File: config.mk
export PLATFORM = sky130hd
export DESIGN_NAME = ladder_reference_control
export DESIGN_NICKNAME = d
export VERILOG_FILES = /design/src/verilog/ladder_ref_pkg.sv /design/src/verilog/ladder_reference_control.sv
export SDC_FILE = /design/constraint.sdc
export NUM_CORES = 1
export LEC_CHECK = 0
export ABC_AREA = 1
export BUFFER_PORTS_ARGS = -buffer_cell sky130_fd_sc_hd__buf_4
export CORE_ASPECT_RATIO = 1.4
export CORE_MARGIN = 1.5
export CORE_UTILIZATION = 43
export DETAILED_ROUTE_END_ITERATION = 7
export PLACE_DENSITY = 0.79
export SLEW_MARGIN = 10
export SYNTH_ARGS = -nofsm -noshare
export SYNTH_HDL_FRONTEND = slang
export SYNTH_SLANG_ARGS = --single-unit
File: constraint.sdc
create_clock -name clk -period 1.65 [get_ports clk]
set_input_delay 0.33 -clock clk [delete_from_list [all_inputs] [get_ports clk]]
set_output_delay 0.33 -clock clk [all_outputs]
set_load 0.01 [all_outputs]
File: src/verilog/ladder_ref_pkg.sv
// Package for the resistor-ladder reference control block.
// Assumes a 32-bit classic Wishbone register bus and one system clock.
package ladder_ref_pkg;

  // Register byte offsets
  localparam logic [7:0] CTRL_OFFSET  = 8'h00;
  localparam logic [7:0] LEVEL_OFFSET = 8'h04;

  // Control register field positions
  localparam int ENABLE_BIT = 7;
  localparam int LPS_BIT    = 6;
  localparam int PINOE_BIT  = 5;
  localparam int PSS_LSB    = 2;
  localparam int PSS_W      = 2;

  // Level register field layout
  localparam int CODE_W = 5;
  localparam int LEVELS = 2 ** CODE_W;

  // Implemented bit masks and reset values
  localparam logic [7:0] CTRL_MASK   = 8'hec;
  localparam logic [7:0] LEVEL_MASK  = 8'h1f;
  localparam logic [7:0] CTRL_RESET  = 8'h00;
  localparam logic [7:0] LEVEL_RESET = 8'h00;

  // Clamp codes
  localparam logic [CODE_W-1:0] CODE_ALL_ONES  = 5'h1f;
  localparam logic [CODE_W-1:0] CODE_ALL_ZEROS = 5'h00;

  // Positive source select encodings
  typedef enum logic [PSS_W-1:0] {
    SRC_SUPPLY   = 2'h0,
    SRC_EXT_PIN  = 2'h1,
    SRC_FIXEDREF = 2'h2,
    SRC_RESERVED = 2'h3
  } pos_source_t;

  // One-hot positive source switch positions
  localparam int SW_SUPPLY   = 0;
  localparam int SW_EXT_PIN  = 1;
  localparam int SW_FIXEDREF = 2;

  // Analog-side control bundle
  typedef struct packed {
    logic              ladderActive;   // Ladder powered and tapping
    logic [CODE_W-1:0] tapSelect;      // Tap index, output = neg + span*tap/32
    logic [2:0]        posSourceOn;    // One-hot positive source switch
    logic              negSourceOn;    // Ground end of the ladder connected
    logic              clampToPos;     // Output tied straight to positive source
    logic              clampToNeg;     // Output tied straight to ground
    logic              toComparator;   // Ladder feeds comparator positive input
    logic              toConverter;    // Ladder feeds converter channel
    logic              pinRoute;       // Ladder voltage on the shared pin
    logic              pinDigOutOff;   // Pin digital output driver forced off
    logic              pinDigInOff;    // Pin input threshold detector forced off
  } ladder_ctl_t;

endpackage : ladder_ref_pkg

File: src/verilog/ladder_reference_control.sv
// Control logic for a 32-level resistor-ladder voltage reference.
// Assumes a classic Wishbone master on clk and an asynchronous pin input.
module ladder_reference_control
  import ladder_ref_pkg::*;
(
  input  wire logic        clk,
  input  wire logic        rst,
  input  wire logic        cyc_i,
  input  wire logic        stb_i,
  input  wire logic        we_i,
  input  wire logic [7:0]  adr_i,
  input  wire logic [3:0]  sel_i,
  input  wire logic [31:0] dat_i,
  output logic      [31:0] dat_o,
  output logic             ack_o,
  input  wire logic        padIn,
  output logic             padReadValue,
  output ladder_ctl_t      ladderCtl
);

  logic [7:0]  ctrlReg;
  logic [7:0]  levelReg;
  logic [7:0]  next_ctrl;
  logic [7:0]  next_level;
  logic        busWrite;
  logic        padMeta;
  logic        padSync;
  ladder_ctl_t next_ctl;

  // Decode the two register settings into analog switch controls
  function automatic ladder_ctl_t decode_ladder(input logic [7:0] ctrl, input logic [7:0] level);
    ladder_ctl_t c;
    logic        en;
    logic        lps;
    logic [CODE_W-1:0] code;
    c    = '0;
    en   = ctrl[ENABLE_BIT];
    lps  = ctrl[LPS_BIT];
    code = level[CODE_W-1:0];
    c.ladderActive = en;
    c.tapSelect    = en ? code : CODE_ALL_ZEROS;
    c.clampToPos   = !en && lps && (code == CODE_ALL_ONES);
    c.clampToNeg   = !en && !lps && (code == CODE_ALL_ZEROS);
    c.negSourceOn  = en || !lps;
    if (en || lps) begin
      case (pos_source_t'(ctrl[PSS_LSB +: PSS_W]))
        SRC_SUPPLY:   c.posSourceOn[SW_SUPPLY]   = 1'b1;
        SRC_EXT_PIN:  c.posSourceOn[SW_EXT_PIN]  = 1'b1;
        SRC_FIXEDREF: c.posSourceOn[SW_FIXEDREF] = 1'b1;
        default:      c.posSourceOn              = 3'h0;
      endcase
    end
    c.toComparator = 1'b1;
    c.toConverter  = 1'b1;
    c.pinRoute     = ctrl[PINOE_BIT];
    c.pinDigOutOff = ctrl[PINOE_BIT];
    c.pinDigInOff  = ctrl[PINOE_BIT];
    return c;
  endfunction : decode_ladder

  // Write lands on the edge where the master samples ack high
  assign busWrite = cyc_i && stb_i && we_i && ack_o && sel_i[0];

  always_comb begin
    next_ctrl  = ctrlReg;
    next_level = levelReg;
    if (busWrite && adr_i == CTRL_OFFSET) begin
      next_ctrl = dat_i[7:0] & CTRL_MASK;
    end
    if (busWrite && adr_i == LEVEL_OFFSET) begin
      next_level = dat_i[7:0] & LEVEL_MASK;
    end
    next_ctl = decode_ladder(next_ctrl, next_level);
  end

  always_ff @(posedge clk or posedge rst) begin
    if (rst) begin
      ctrlReg  <= CTRL_RESET;
      levelReg <= LEVEL_RESET;
    end else begin
      ctrlReg  <= next_ctrl;
      levelReg <= next_level;
    end
  end

  // analog controls follow the written value on the same edge
  always_ff @(posedge clk or posedge rst) begin
    if (rst) begin
      ladderCtl <= '0;
    end else begin
      ladderCtl <= next_ctl;
    end
  end

  // Bus answer: ack one cycle after request, dropped after one cycle
  always_ff @(posedge clk or posedge rst) begin
    if (rst) begin
      ack_o <= 1'b0;
    end else begin
      ack_o <= cyc_i && stb_i && !ack_o;
    end
  end

  // read data with unimplemented bits zero; unmapped reads zero
  always_ff @(posedge clk or posedge rst) begin
    if (rst) begin
      dat_o <= 32'h0;
    end else if (cyc_i && stb_i && !ack_o) begin
      case (adr_i)
        CTRL_OFFSET:  dat_o <= {24'h0, ctrlReg & CTRL_MASK};
        LEVEL_OFFSET: dat_o <= {24'h0, levelReg & LEVEL_MASK};
        default:      dat_o <= 32'h0;
      endcase
    end
  end

  // Pad level synchroniser
  always_ff @(posedge clk or posedge rst) begin
    if (rst) begin
      padMeta <= 1'b0;
      padSync <= 1'b0;
    end else begin
      padMeta <= padIn;
      padSync <= padMeta;
    end
  end

  // digital read forced low while pin carries the ladder
  always_ff @(posedge clk or posedge rst) begin
    if (rst) begin
      padReadValue <= 1'b0;
    end else begin
      padReadValue <= padSync && !next_ctrl[PINOE_BIT];
    end
  end
endmodule : ladder_reference_control

==> impl_metrics.tcl <==
set metrics [dict create \
    hold_path_class "in2async" \
    yosysUniqueCellTypes 19 \
    ys.flop_type "dfrtp_1" \
    drc 0 \
    pwr-share-clk_pct 38.5 \
    fp-row-count 26 \
    drt-wirelength-per-cell_um 10.9 \
    die_w_um 56.3 \
    start_kind "flip-flop" \
    rsz0062_at_grt "false" \
    syn_area_per_cell_sq_um 9.00 \
    max-cap-violations 0 \
    crit_slowest_cell "dfrtp_1" \
    postLayoutCellArea_sq_um 2090 \
    grt_pass1_vias 1205 \
    area_growth_pct 22.4 \
    slowest_delay_ns 0.38 \
    finalWirelength_um 3100 \
    grt_max_degree 35 \
    fillers 342 \
    cp.depth 8 \
    ant_nets 0 \
    syn_inst 190 \
    drv_slew 0 \
    syn_area_sq_um 1710 \
    via_count 1260 \
    crit_chain "nand3_1 > nor2_4 > nand2_4 > nand2_4 > nand2_4 > nor2_4 > nand2_1 > nor2_2" \
    timing_hold_violations_final 0 \
    critPathTopFamily "simple AND/OR/NAND/NOR gates" \
    ys_ff_latch 34 \
    status "finished clean" \
    cts-root-buf "clkbuf_8" \
    htreeDepth 2 \
    fp.dieH_um 77.6 \
    antenna_found_initial 0 \
    timing.fmax_mhz 676 \
    cts.repair.resized 0 \
    clk_latency_ns 0.29 \
    intPower_mw 1.25 \
    yosysTopAreaCell "dfrtp_1" \
    core_sq_um 3740 \
    critPathKind "reg2reg" \
    fin_skew_ns 0.00541 \
    cp.required_ns 1.87 \
    period_needed_ns 1.48 \
    routabilityCongestion 0.789 \
    port_buffers 49 \
    cts_hold_buf 0 \
    p_switching_uw 385 \
    period_share_pct 89.7 \
    synth_edf_count 0 \
    cts_tree "built" \
    crit_top_cell "nand2_4" \
    layout_common_cells "53 x buf_4, 43 x nand2_1, 34 x dfrtp_1" \
    path_clk_slew_ns 0.07 \
    grt_overflow 0 \
    antenna_cells 0 \
    fin_setup_tns_ns 0 \
    critPathCaptureType "flip-flop" \
    grt_pass1_wl_um 5130 \
    report.final.setup_viol 0 \
    fin_nets 291 \
    cts_buffers 5 \
    routed_via_density 4.44 \
    yosysTopAreaCellShare_pct 49.7 \
    place_area_sq_um 2000 \
    firstDrtPassIters 4 \
    final_common_cell "buf_4" \
    globalRouteTotalUtil_pct 15.1 \
    clockBufferDepth 2 \
    dieArea_sq_um 4370 \
    drt_iter0_markers 35 \
    power_frac_seq_pct 52.5 \
    cts_setup_buffers 0 \
    io_pins 101 \
    cp_max_fo 9 \
    ys_warn_count 0 \
    synth-seq-area-share_pct 49.7 \
    arrival_ns 1.70 \
    worst-path-buf-inv 0 \
    clock_sinks 34 \
    ys_async_sr_fraction_pct 100 \
    synthTopCellsByArea "dfrtp_1 50%, buf_4 13%, nand2_1 9.4%" \
    comb_power_share_pct 9.0 \
    p_per_area_nw_per_um2 779 \
    ir_drop_uv 625 \
    swShare_pct 23.6 \
    reg2reg_depth 8 \
    dp_hpwl_um 2400 \
    drive_gt1_share_pct 32.6 \
    power.leakage_nw 1.16 \
    initial_core_util_pct 45.7 \
]
[state kept, by name, indices dropped and copies added (netlist names)]
register,cells
levelReg,5
ack_o,1
dat_o,8
padMeta,1
ctrlReg,5
padSync,1
padReadValue,1
ladderCtl,12
[power by group through the flow]
stage                     Clock [mW]  Combinational [mW]  Sequential (mW)
after floorplan                    0               0.113            0.876
after global placement             0               0.146            0.871
after detailed placement           0               0.149            0.872
after CTS                      0.643               0.149            0.856
after global routing           0.675               0.165            0.857
final                          0.627               0.147            0.856
[path summary, 6_finish.rpt]
check / startpoint / endpoint / slack [ns]
worst max-delay path: ack_o / ladderCtl[5] / 0.17
worst max register to register: ack_o / ladderCtl[5] / 0.17
worst min-delay path: rst / ladderCtl[3] / 0.14
min in group clk: padIn / padMeta / 0.16
max in group asynchronous: rst / padReadValue / 1.21
worst min register to register: padMeta / padSync / 0.35
[synthesized netlist by cell type, types with 3 or more instances]
library cell / count
a21oi_1: 4
nor2_1: 17
dfrtp_1: 34
nand2_4: 4
nand3_1: 15
buf_4: 29
o31ai_1: 3
nor2_4: 3
nand2_2: 3
nand3b_1: 4
nor2_2: 5
nand2_1: 43
inv_1: 17
[cell type report]
type	instances	area, sq um	share of cell area (%)
multi-input combinational	129	633	30.2
clock inverter	1	5.00	0.239
timing repair buffer	53	398	19.0
tap	42	52.6	2.51
sequential	34	851	40.6
clock buffer	7	86.3	4.12
inverter	18	67.6	3.23
[through the flow]
stage          total power [mW]  setup slack (ns)  hold slack (ns)  utilization, %  cells
2_1_floorplan             0.988             0.351            0.331               -    213
3_3_place_gp               1.02             0.117            0.333            53.5    276
3_5_place_dp               1.02             0.103            0.337            53.5    276
4_1_cts                    1.65             0.148            0.149            56.0    284
5_1_grt                    1.70            0.0542            0.150            56.0    284
6_report                   1.63             0.170            0.138            56.0    284
[routing by layer]
| metal | track usage, % | up-vias | wire [um] | share of wire, % |
|---|---|---|---|---|
| met4 | 7.14 | 0 | 69 | 2.2 |
| met5 | 0 | - | 0 | 0 |
| met3 | 3.67 | 5 | 157 | 5.1 |
| met1 | 14.9 | 584 | 1150 | 37 |
| li1 | - | 627 | - | - |
| met2 | 28.7 | 44 | 1720 | 56 |
[cell families (layout without fill, tap and decap cells)]
family                 after synthesis  count (layout)  share of synthesized area [%]
DFF                                 34              34                           49.7
AOI/OAI and AO/OA                    9               9                           3.51
and+or+nand+nor                     95              95                           28.0
buffers and inverters               50              79                           18.3
other                                2              25                          0.439
[worst reg2reg max path: stages, from the launching register on]
cell and delay, ns:
dfrtp_1 0.38, nand3_1 0.13, nor2_4 0.27, nand2_4 0.15, nand2_4 0.09, nand2_4 0.07
nor2_4 0.16, nand2_1 0.09, nor2_2 0.08
Power figures use the tool's default switching activity.
